==> src/rtl/unrem_pkg.sv <==
package unrem_pkg;

  // Register and bus geometry.
  localparam int DATA_W = 32;
  localparam int ADDR_W = 12;
  localparam int REG_W = 16;
  localparam int EP_N = 3;
  localparam int HI_LSB = 4;
  localparam int LO_LSB = 0;

  // Printed offsets are register indices; the byte address is four times the index.
  localparam logic [31:0] IDX_RX_EVENT = 32'h5000_1818;
  localparam logic [31:0] IDX_RX_MASK = 32'h5000_181A;
  localparam logic [31:0] IDX_NAK_EVENT = 32'h5000_181C;
  localparam logic [31:0] IDX_NAK_MASK = 32'h5000_181E;
  localparam logic [31:0] IDX_IRQ_STATUS = 32'h5000_1830;
  localparam logic [31:0] IDX_IRQ_MASK = 32'h5000_1832;

  // Only the low address bits are decoded, so the block aliases across the rest of the space.
  localparam logic [ADDR_W-1:0] ADR_RX_EVENT = {IDX_RX_EVENT[ADDR_W-3:0], 2'h0};
  localparam logic [ADDR_W-1:0] ADR_RX_MASK = {IDX_RX_MASK[ADDR_W-3:0], 2'h0};
  localparam logic [ADDR_W-1:0] ADR_NAK_EVENT = {IDX_NAK_EVENT[ADDR_W-3:0], 2'h0};
  localparam logic [ADDR_W-1:0] ADR_NAK_MASK = {IDX_NAK_MASK[ADDR_W-3:0], 2'h0};
  localparam logic [ADDR_W-1:0] ADR_IRQ_STATUS = {IDX_IRQ_STATUS[ADDR_W-3:0], 2'h0};
  localparam logic [ADDR_W-1:0] ADR_IRQ_MASK = {IDX_IRQ_MASK[ADDR_W-3:0], 2'h0};

  // Reset values and writable field masks.
  localparam logic [REG_W-1:0] RST_REG = 16'h0000;
  localparam logic [REG_W-1:0] EV_FIELDS = 16'h0077;
  localparam logic [REG_W-1:0] IRQ_FIELDS = 16'h0003;
  localparam logic [EP_N-1:0] RST_EP = 3'h0;

  // Interrupt status bit positions.
  localparam int IRQ_W = 2;
  localparam int IRQ_RX = 0;
  localparam int IRQ_NAK = 1;
  localparam logic [IRQ_W-1:0] RST_IRQ = 2'h0;

  // Endpoint number carried by bit 0 of every three-bit field.
  localparam logic [1:0] EP_BASE = 2'h1;

  // Bus responses.
  localparam logic [1:0] RESP_OKAY = 2'h0;
  localparam logic [1:0] RESP_SLVERR = 2'h2;
  localparam logic [DATA_W-1:0] RD_ZERO = 32'h0000_0000;

endpackage

==> src/rtl/unrem_evbank.sv <==
`timescale 1ns/1ps
// Sticky flag bank; a set in the same cycle as a clear wins.
module unrem_evbank
  import unrem_pkg::*;
#(
  parameter int W = 3
) (
  // Clock and reset.
  input wire logic clk_sys,
  input wire logic sys_rst,
  // Set and clear strobes.
  input wire logic [W-1:0] set,
  input wire logic [W-1:0] clr,
  // Flag state.
  output logic [W-1:0] flags_q
);

  logic [W-1:0] flags_d;

  assign flags_d = (flags_q & ~clr) | set;

  always_ff @(posedge clk_sys) begin
    if (sys_rst) begin
      flags_q <= '0;
    end else begin
      flags_q <= flags_d;
    end
  end

endmodule

==> src/rtl/unrem_masksum.sv <==
`timescale 1ns/1ps
// Reduces one register image against its mask into a single summary term.
module unrem_masksum
  import unrem_pkg::*;
(
  // Event fields.
  input wire logic [EP_N-1:0] ev_hi,
  input wire logic [EP_N-1:0] ev_lo,
  // Mask image.
  input wire logic [REG_W-1:0] mask,
  // Summary.
  output logic hit
);

  logic [EP_N-1:0] hi_hit;
  logic [EP_N-1:0] lo_hit;

  assign hi_hit = ev_hi & mask[HI_LSB +: EP_N];
  assign lo_hit = ev_lo & mask[LO_LSB +: EP_N];
  assign hit = (|hi_hit) | (|lo_hit);

endmodule

==> src/rtl/unrem_top.sv <==
`timescale 1ns/1ps
// Summary of operation
// - Unmasked overrun events raise receive summary flag.
// - Unmasked receive FIFO events raise receive summary.
// - OUT NAK latches when address and endpoint enabled.
// - OUT NAK caused by overrun latches nothing.
// - IN NAK latches when address and endpoint enabled.
// - Reading NAK event register clears its bits.
// - Unmasked OUT NAK events raise NAK summary.
// - Unmasked IN NAK events raise NAK summary.
// - FIFO overrun sets bit; receive-event read clears.
module unrem_top
  import unrem_pkg::*;
(
  // Clock and reset.
  input wire logic clk_sys,
  input wire logic sys_rst,
  // AXI4-Lite write address.
  input wire logic [DATA_W-1:0] s_axi_awaddr,
  input wire logic [2:0] s_axi_awprot,
  input wire logic s_axi_awvalid,
  output logic s_axi_awready,
  // AXI4-Lite write data.
  input wire logic [DATA_W-1:0] s_axi_wdata,
  input wire logic [3:0] s_axi_wstrb,
  input wire logic s_axi_wvalid,
  output logic s_axi_wready,
  // AXI4-Lite write response.
  output logic [1:0] s_axi_bresp,
  output logic s_axi_bvalid,
  input wire logic s_axi_bready,
  // AXI4-Lite read address.
  input wire logic [DATA_W-1:0] s_axi_araddr,
  input wire logic [2:0] s_axi_arprot,
  input wire logic s_axi_arvalid,
  output logic s_axi_arready,
  // AXI4-Lite read data.
  output logic [DATA_W-1:0] s_axi_rdata,
  output logic [1:0] s_axi_rresp,
  output logic s_axi_rvalid,
  input wire logic s_axi_rready,
  // Enables from the function address and endpoint control registers.
  input wire logic addr_enable,
  input wire logic [EP_N-1:0] endpoint_enable,
  // NAK handshake report from the protocol engine.
  input wire logic nak_sent,
  input wire logic nak_token_in,
  input wire logic [1:0] nak_endpoint,
  input wire logic nak_for_overrun,
  // Receive FIFO events from the protocol engine.
  input wire logic [EP_N-1:0] rx_overrun_pulse,
  input wire logic [EP_N-1:0] rx_fifo_event,
  // Summary flags toward the main event register, and the interrupt.
  output logic receive_summary_flag_q,
  output logic nak_summary_flag_q,
  output logic irq_q
);

  // Byte-lane merge of a write into a 16-bit register image.
  function automatic logic [REG_W-1:0] wmerge(input logic [REG_W-1:0] old, input logic [DATA_W-1:0] data,
                                              input logic [3:0] strb);
    logic [REG_W-1:0] res;
    res = old;
    if (strb[0]) begin
      res[7:0] = data[7:0];
    end
    if (strb[1]) begin
      res[15:8] = data[15:8];
    end
    return res;
  endfunction

  // Register decode on the low address bits.
  function automatic logic is_reg(input logic [DATA_W-1:0] addr, input logic [ADDR_W-1:0] adr);
    return addr[ADDR_W-1:0] == adr;
  endfunction

  // Bus state.
  logic aw_ok_q;
  logic aw_ok_d;
  logic w_ok_q;
  logic w_ok_d;
  logic [DATA_W-1:0] awaddr_q;
  logic [DATA_W-1:0] wdata_q;
  logic [3:0] wstrb_q;
  logic awready_d;
  logic wready_d;
  logic bvalid_d;
  logic [1:0] bresp_d;
  logic arready_d;
  logic rvalid_d;
  logic [DATA_W-1:0] rdata_d;
  logic [1:0] rresp_d;

  // Register state.
  logic [REG_W-1:0] rx_mask_q;
  logic [REG_W-1:0] rx_mask_d;
  logic [REG_W-1:0] nak_mask_q;
  logic [REG_W-1:0] nak_mask_d;
  logic [REG_W-1:0] irq_mask_q;
  logic [REG_W-1:0] irq_mask_d;
  logic [EP_N-1:0] rx_fifo_q;
  logic [EP_N-1:0] ovr_q;
  logic [EP_N-1:0] out_nak_q;
  logic [EP_N-1:0] in_nak_q;
  logic [IRQ_W-1:0] irq_stat_q;

  // Handshakes and decode.
  logic aw_take;
  logic w_take;
  logic ar_take;
  logic wr_go;
  logic wr_rx_mask;
  logic wr_nak_mask;
  logic wr_irq_stat;
  logic wr_irq_mask;
  logic wr_hit;
  logic rd_rx_event;
  logic rd_rx_mask;
  logic rd_nak_event;
  logic rd_nak_mask;
  logic rd_irq_stat;
  logic rd_irq_mask;
  logic rd_hit;
  logic [REG_W-1:0] rd_word;

  // Event sources.
  logic [EP_N-1:0] nak_ep_hit;
  logic [EP_N-1:0] out_nak_set;
  logic [EP_N-1:0] in_nak_set;
  logic [EP_N-1:0] ovr_clr;
  logic [EP_N-1:0] nak_clr;
  logic [IRQ_W-1:0] irq_set;
  logic [IRQ_W-1:0] irq_clr;
  logic rx_sum_d;
  logic nak_sum_d;
  logic irq_d;

  // Write channel: address and data are taken independently and held until both are in.
  assign aw_take = s_axi_awvalid & s_axi_awready;
  assign w_take = s_axi_wvalid & s_axi_wready;
  assign wr_go = aw_ok_q & w_ok_q & ~s_axi_bvalid;
  assign aw_ok_d = (aw_ok_q | aw_take) & ~wr_go;
  assign w_ok_d = (w_ok_q | w_take) & ~wr_go;
  assign bvalid_d = wr_go | (s_axi_bvalid & ~s_axi_bready);
  assign awready_d = ~aw_ok_d & ~bvalid_d;
  assign wready_d = ~w_ok_d & ~bvalid_d;

  assign wr_rx_mask = wr_go & is_reg(awaddr_q, ADR_RX_MASK);
  assign wr_nak_mask = wr_go & is_reg(awaddr_q, ADR_NAK_MASK);
  assign wr_irq_stat = wr_go & is_reg(awaddr_q, ADR_IRQ_STATUS);
  assign wr_irq_mask = wr_go & is_reg(awaddr_q, ADR_IRQ_MASK);
  // The event registers are read-only, so a write to them is answered with an error.
  assign wr_hit = is_reg(awaddr_q, ADR_RX_MASK) | is_reg(awaddr_q, ADR_NAK_MASK) |
                  is_reg(awaddr_q, ADR_IRQ_STATUS) | is_reg(awaddr_q, ADR_IRQ_MASK);
  assign bresp_d = wr_go ? (wr_hit ? RESP_OKAY : RESP_SLVERR) : s_axi_bresp;

  assign rx_mask_d = wr_rx_mask ? (wmerge(rx_mask_q, wdata_q, wstrb_q) & EV_FIELDS)
                                : rx_mask_q;
  assign nak_mask_d = wr_nak_mask ? (wmerge(nak_mask_q, wdata_q, wstrb_q) & EV_FIELDS) : nak_mask_q;
  assign irq_mask_d = wr_irq_mask ? (wmerge(irq_mask_q, wdata_q, wstrb_q) & IRQ_FIELDS) : irq_mask_q;

  // Read channel: one read at a time, answered on the cycle after the address is taken.
  assign ar_take = s_axi_arvalid & s_axi_arready;
  assign rvalid_d = ar_take | (s_axi_rvalid & ~s_axi_rready);
  assign arready_d = ~rvalid_d;

  assign rd_rx_event = ar_take & is_reg(s_axi_araddr, ADR_RX_EVENT);
  assign rd_rx_mask = is_reg(s_axi_araddr, ADR_RX_MASK);
  assign rd_nak_event = ar_take & is_reg(s_axi_araddr, ADR_NAK_EVENT);
  assign rd_nak_mask = is_reg(s_axi_araddr, ADR_NAK_MASK);
  assign rd_irq_stat = is_reg(s_axi_araddr, ADR_IRQ_STATUS);
  assign rd_irq_mask = is_reg(s_axi_araddr, ADR_IRQ_MASK);
  assign rd_hit = is_reg(s_axi_araddr, ADR_RX_EVENT) | rd_rx_mask | is_reg(s_axi_araddr, ADR_NAK_EVENT) |
                  rd_nak_mask | rd_irq_stat | rd_irq_mask;

  assign rd_word = rd_rx_event ? {9'h000, ovr_q, 1'b0, rx_fifo_q} :
                   rd_rx_mask ? rx_mask_q :
                   rd_nak_event ? {9'h000, out_nak_q, 1'b0, in_nak_q} :
                   rd_nak_mask ? nak_mask_q :
                   rd_irq_stat ? {14'h0000, irq_stat_q} :
                   rd_irq_mask ? irq_mask_q : RST_REG;
  assign rdata_d = ar_take ? {16'h0000, rd_word} : s_axi_rdata;
  assign rresp_d = ar_take ? (rd_hit ? RESP_OKAY : RESP_SLVERR) : s_axi_rresp;

  // Endpoint decode: bit i of every field stands for endpoint i+1.
  genvar gi;
  generate
    for (gi = 0; gi < EP_N; gi++) begin : g_ep
      assign nak_ep_hit[gi] = nak_sent & addr_enable & endpoint_enable[gi] &
                              (nak_endpoint == EP_BASE + 2'(gi));
      assign out_nak_set[gi] = nak_ep_hit[gi] & ~nak_token_in & ~nak_for_overrun;
      assign in_nak_set[gi] = nak_ep_hit[gi] & nak_token_in;
    end
  endgenerate

  // A read snapshots the bits and clears them; an event in that same cycle survives for the next read.
  assign ovr_clr = {EP_N{rd_rx_event}};
  assign nak_clr = {EP_N{rd_nak_event}};

  unrem_evbank #(
    .W(EP_N)
  ) u_ovr (
    .clk_sys(clk_sys),
    .sys_rst(sys_rst),
    .set(rx_overrun_pulse),
    .clr(ovr_clr),
    .flags_q(ovr_q)
  );

  unrem_evbank #(
    .W(EP_N)
  ) u_out_nak (
    .clk_sys(clk_sys),
    .sys_rst(sys_rst),
    .set(out_nak_set),
    .clr(nak_clr),
    .flags_q(out_nak_q)
  );

  unrem_evbank #(
    .W(EP_N)
  ) u_in_nak (
    .clk_sys(clk_sys),
    .sys_rst(sys_rst),
    .set(in_nak_set),
    .clr(nak_clr),
    .flags_q(in_nak_q)
  );

  // Summary flags follow the masked events one cycle later.
  unrem_masksum u_rx_sum (
    .ev_hi(ovr_q),
    .ev_lo(rx_fifo_q),
    .mask(rx_mask_q),
    .hit(rx_sum_d)
  );

  unrem_masksum u_nak_sum (
    .ev_hi(out_nak_q),
    .ev_lo(in_nak_q),
    .mask(nak_mask_q),
    .hit(nak_sum_d)
  );

  // Interrupt status is sticky while a summary flag stands, and cleared by writing ones.
  assign irq_set[IRQ_RX] = receive_summary_flag_q;
  assign irq_set[IRQ_NAK] = nak_summary_flag_q;
  assign irq_clr = wr_irq_stat ? (wdata_q[IRQ_W-1:0] & {IRQ_W{wstrb_q[0]}}) : RST_IRQ;

  unrem_evbank #(
    .W(IRQ_W)
  ) u_irq_stat (
    .clk_sys(clk_sys),
    .sys_rst(sys_rst),
    .set(irq_set),
    .clr(irq_clr),
    .flags_q(irq_stat_q)
  );

  assign irq_d = |(irq_stat_q & irq_mask_q[IRQ_W-1:0]);

  always_ff @(posedge clk_sys) begin
    if (sys_rst) begin
      aw_ok_q <= 1'b0;
      w_ok_q <= 1'b0;
      s_axi_awready <= 1'b0;
      s_axi_wready <= 1'b0;
      s_axi_bvalid <= 1'b0;
      s_axi_bresp <= RESP_OKAY;
    end else begin
      aw_ok_q <= aw_ok_d;
      w_ok_q <= w_ok_d;
      s_axi_awready <= awready_d;
      s_axi_wready <= wready_d;
      s_axi_bvalid <= bvalid_d;
      s_axi_bresp <= bresp_d;
    end
  end

  always_ff @(posedge clk_sys) begin
    if (sys_rst) begin
      awaddr_q <= RD_ZERO;
      wdata_q <= RD_ZERO;
      wstrb_q <= 4'h0;
    end else begin
      awaddr_q <= aw_take ? s_axi_awaddr : awaddr_q;
      wdata_q <= w_take ? s_axi_wdata : wdata_q;
      wstrb_q <= w_take ? s_axi_wstrb : wstrb_q;
    end
  end

  always_ff @(posedge clk_sys) begin
    if (sys_rst) begin
      s_axi_arready <= 1'b0;
      s_axi_rvalid <= 1'b0;
      s_axi_rdata <= RD_ZERO;
      s_axi_rresp <= RESP_OKAY;
    end else begin
      s_axi_arready <= arready_d;
      s_axi_rvalid <= rvalid_d;
      s_axi_rdata <= rdata_d;
      s_axi_rresp <= rresp_d;
    end
  end

  // The FIFO event bits are copies of state owned by the receive status logic, so they are only sampled.
  always_ff @(posedge clk_sys) begin
    if (sys_rst) begin
      rx_mask_q <= RST_REG;
      nak_mask_q <= RST_REG;
      irq_mask_q <= RST_REG;
      rx_fifo_q <= RST_EP;
    end else begin
      rx_mask_q <= rx_mask_d;
      nak_mask_q <= nak_mask_d;
      irq_mask_q <= irq_mask_d;
      rx_fifo_q <= rx_fifo_event;
    end
  end

  always_ff @(posedge clk_sys) begin
    if (sys_rst) begin
      receive_summary_flag_q <= 1'b0;
      nak_summary_flag_q <= 1'b0;
      irq_q <= 1'b0;
    end else begin
      receive_summary_flag_q <= rx_sum_d;
      nak_summary_flag_q <= nak_sum_d;
      irq_q <= irq_d;
    end
  end

endmodule

==> config.mk <==
export PLATFORM = sky130hd
export DESIGN_NAME = unrem_top
export DESIGN_NICKNAME = d
export VERILOG_FILES = /design/src/rtl/unrem_pkg.sv /design/src/rtl/unrem_evbank.sv /design/src/rtl/unrem_masksum.sv /design/src/rtl/unrem_top.sv
export SDC_FILE = /design/constraint.sdc
export NUM_CORES = 1
export LEC_CHECK = 0
export ABC_AREA = 1
export ABC_CLOCK_PERIOD_IN_PS = 1600
export BUFFER_PORTS_ARGS = -buffer_cell sky130_fd_sc_hd__clkbuf_2
export CAP_MARGIN = 20
export CORE_AREA = 10 10 100 102
export DETAILED_ROUTE_END_ITERATION = 12
export DIE_AREA = 0 0 110 112
export GPL_TIMING_DRIVEN = 0
export PLACE_DENSITY_LB_ADDON = 0.2
export RECOVER_POWER = 50
export SYNTH_ARGS = -nofsm -noshare
export SYNTH_HDL_FRONTEND = slang
export SYNTH_SLANG_ARGS = --single-unit
==> constraint.sdc <==
create_clock -name clk_sys -period 1.6 [get_ports clk_sys]
set_clock_uncertainty 0.2 [all_clocks]
set_input_delay 0.32 -clock clk_sys [delete_from_list [all_inputs] [get_ports clk_sys]]
set_output_delay 0.32 -clock clk_sys [all_outputs]
set_load 0.005 [all_outputs]
==> reports/metrics.yaml <==
run_status: "finished clean"
drive_gt1_frac: 0.264
synth.area.mux_share: 0
grt_pass1_vias: 2762
io_buffers: 67
synthTopCellsByArea: "dfxtp_1 42%, nand2_1 8.2%, a21oi_1 7.6%, buf_4 7.0%, inv_1 6.3%"
drt-pass1-iter-count: 4
yosys.area_share.adder: 0
netlist_area_sq_um: 3100
synth.most_common_cell: "nand2_1"
cp-start-kind: "flop"
min_period_ps: 1570
dieArea_sq_um: 12300
drv_slew: 0
clock_latency_ps: 340
p_comb_frac: 0.108
track_usage: 0.135
syn_to_final_growth_pct: 30.5
synthCells: 428
drcViolationCount: 0
p_sw_uw: 964
io_pins: 172
path_clk_slew_ps: 80
core_sq_um: 8050
synthXorXnorAreaFrac: 0
fp-row-count: 33
netSwitchingFraction: 0.248
drt-wirelength-per-cell_um: 12.9
timing.fmax_mhz: 635
drt_iter0_markers: 118
p_leak_nw: 1.82
clkPwrFrac: 0.446
htreeDepth: 3
drt-total-wl_um: 8440
rsz0062_at_grt: "true"
setup_viol: 0
cts_sinks: 65
synth_top_family_by_area: "simple AND/OR/NAND/NOR gates"
placed_cell_area_sq_um: 3670
ys.flop_type: "dfxtp_1"
diodes: 0
post-dp-hpwl_um: 6660
p_seq_frac: 0.446
critPathCaptureType: "flop"
finalNetCount: 673
yosysUniqueCellTypes: 33
fin_area_sq_um: 4050
drtAntennaViolNets: 0
timing_worst_setup_path_type: "reg2reg"
finalWeightedCongestion: 0.834
synth-compound-area-share: 0.160
dieWidth_um: 110
hold_slack_ps: 22.1
grt_pass1_wl_um: 13400
synth_edf_count: 0
min_period_over_period: 0.984
ys_warn_count: 0
tightest_slew_ps: 560
yosysSeqAreaShare: 0.420
yosys-top-cells-count: "68 x nand2_1, 65 x dfxtp_1, 52 x inv_1"
finalHoldViolCount: 0
overflow: 0
grt_max_degree: 14
path_max_fanout: 5
synth_top_area_frac: 0.420
ir_worst_vdd_mv: 0.464
power_density_nw_per_um2: 962
cts_buffer_depth: 2
routed-via-count: 2953
die_h_um: 112
ys_seq_elements: 65
antenna_found_initial: 0
synth_simple_gate_area_frac: 0.264
synthArstFlopShare: 0
cp.required_ps: 1630
start_util: 0.385
routed_via_density: 4.51
p_int_mw: 2.93
slew_headroom: 0.627
cts_root_buf: "clkbuf_8"
cts_tree: "done"
synth_area_leader_cell: "dfxtp_1"
hold_path.class: "in2reg"
synth.avg_cell_area_sq_um: 7.24
cts_inserted_buffers: 9
max-cap-violations: 0
cp.arrival_ps: 1610
sequential cells by signal (all words and copies together), names as in the netlist, 2 cells and up:
| signal | flops |
|---|---|
| rx_fifo_q | 3 |
| u_in_nak.flags_q | 3 |
| u_ovr.flags_q | 3 |
| nak_mask_q | 6 |
| u_irq_stat.flags_q | 2 |
| rx_mask_q | 6 |
| awaddr_q | 12 |
| s_axi_rdata | 6 |
| wdata_q | 6 |
| irq_mask_q | 2 |
| u_out_nak.flags_q | 3 |
cells by family (layout without fill, tap and decap cells):
logic type	after synthesis	after routing
buffers and inverters	95	190
AOI/OAI and AO/OA	93	93
and+or+nand+nor	174	174
other	1	28
DFF	65	65
worst max-delay path: stages (launching register included):
cell and delay [ps]:
dfxtp_1 370, nand2_1 100, nor3_1 280, nand3_2 190, buf_6 180, o21ai_2 110, a21oi_2 40
power by group through the flow:
| stage | combinational [mW] | clock (mW) | sequential, mW |
|---|---|---|---|
| 2_1_floorplan | 0.254 | 0 | 1.76 |
| 3_3_place_gp | 0.380 | 0 | 1.77 |
| 3_5_place_dp | 0.386 | 0 | 1.77 |
| 4_1_cts | 0.415 | 1.77 | 1.73 |
| 5_1_grt | 0.479 | 1.85 | 1.74 |
| 6_report | 0.420 | 1.74 | 1.74 |
layout make-up:
type	instances	area, sq um
Clock buffer	9	124
Clock inverter	7	124
Multi-Input combinational cell	295	1460
Tap cell	105	131
Timing Repair Buffer	79	419
Inverter	55	206
Fill cell	820	4000
Buffer	40	278
Sequential cell	65	1310
final timing paths:
| path | from | to | slack, ps | cells past startpoint |
|---|---|---|---|---|
| worst min register to register | w_ok_q$_SDFF_PP0_ | s_axi_wready$_SDFF_PP0_ | 240 | 1 |
| worst min-delay path | s_axi_awaddr[8] | awaddr_q[8]$_SDFFE_PP0P_ | 20 | 3 |
| worst max register to register | awaddr_q[6]$_SDFFE_PP0P_ | rx_mask_q[6]$_SDFFE_PP0P_ | 30 | 6 |
| worst max-delay path | awaddr_q[6]$_SDFFE_PP0P_ | rx_mask_q[6]$_SDFFE_PP0P_ | 30 | 6 |
through the flow:
step,TNS [ps],instances,utilization,power (mW),setup slack (ps)
floorplan,0,455,-,2.01,110
global placement,-8670,627,0.456,2.15,-311
detailed placement,-9110,627,0.456,2.15,-331
CTS,-14.7,653,0.500,3.92,-7.80
global route,-718,655,0.503,4.07,-76.7
finish,0,655,0.503,3.89,25.6
layer usage:
layer  vias up  track usage  share of wire
met5         -            0              0
met4         0       0.0582          0.013
met3        10       0.0421          0.092
met2        89        0.207           0.43
met1      1280        0.169           0.46
li1       1574            -              -
cell usage in the layout (no fill, tap or decap), drive strengths merged:
cell and n:
clkinvlp 1, buf 38, nor4 1, conb 28, a221oi 1, nor3 8, bufinv 3, a21oi 49
nand2 70, nor2 56, nand3 23, o21ai 39, clkinv 2, inv 56, dfxtp 65, o21bai 1
nand4 14, a41oi 2, dlygate4sd3 6, nor3b 2, o211ai 1, clkbuf 84
repair_timing:
action,4_1_cts,5_1_grt
hold endpoints to repair,6,0
pin swaps,5,3
hold buffers,6,0
endpoints found under the setup margin,10,40
setup buffers,3,1
resized for setup,9,15
gates cloned,1,1
(Power assumes the default switching activity.)
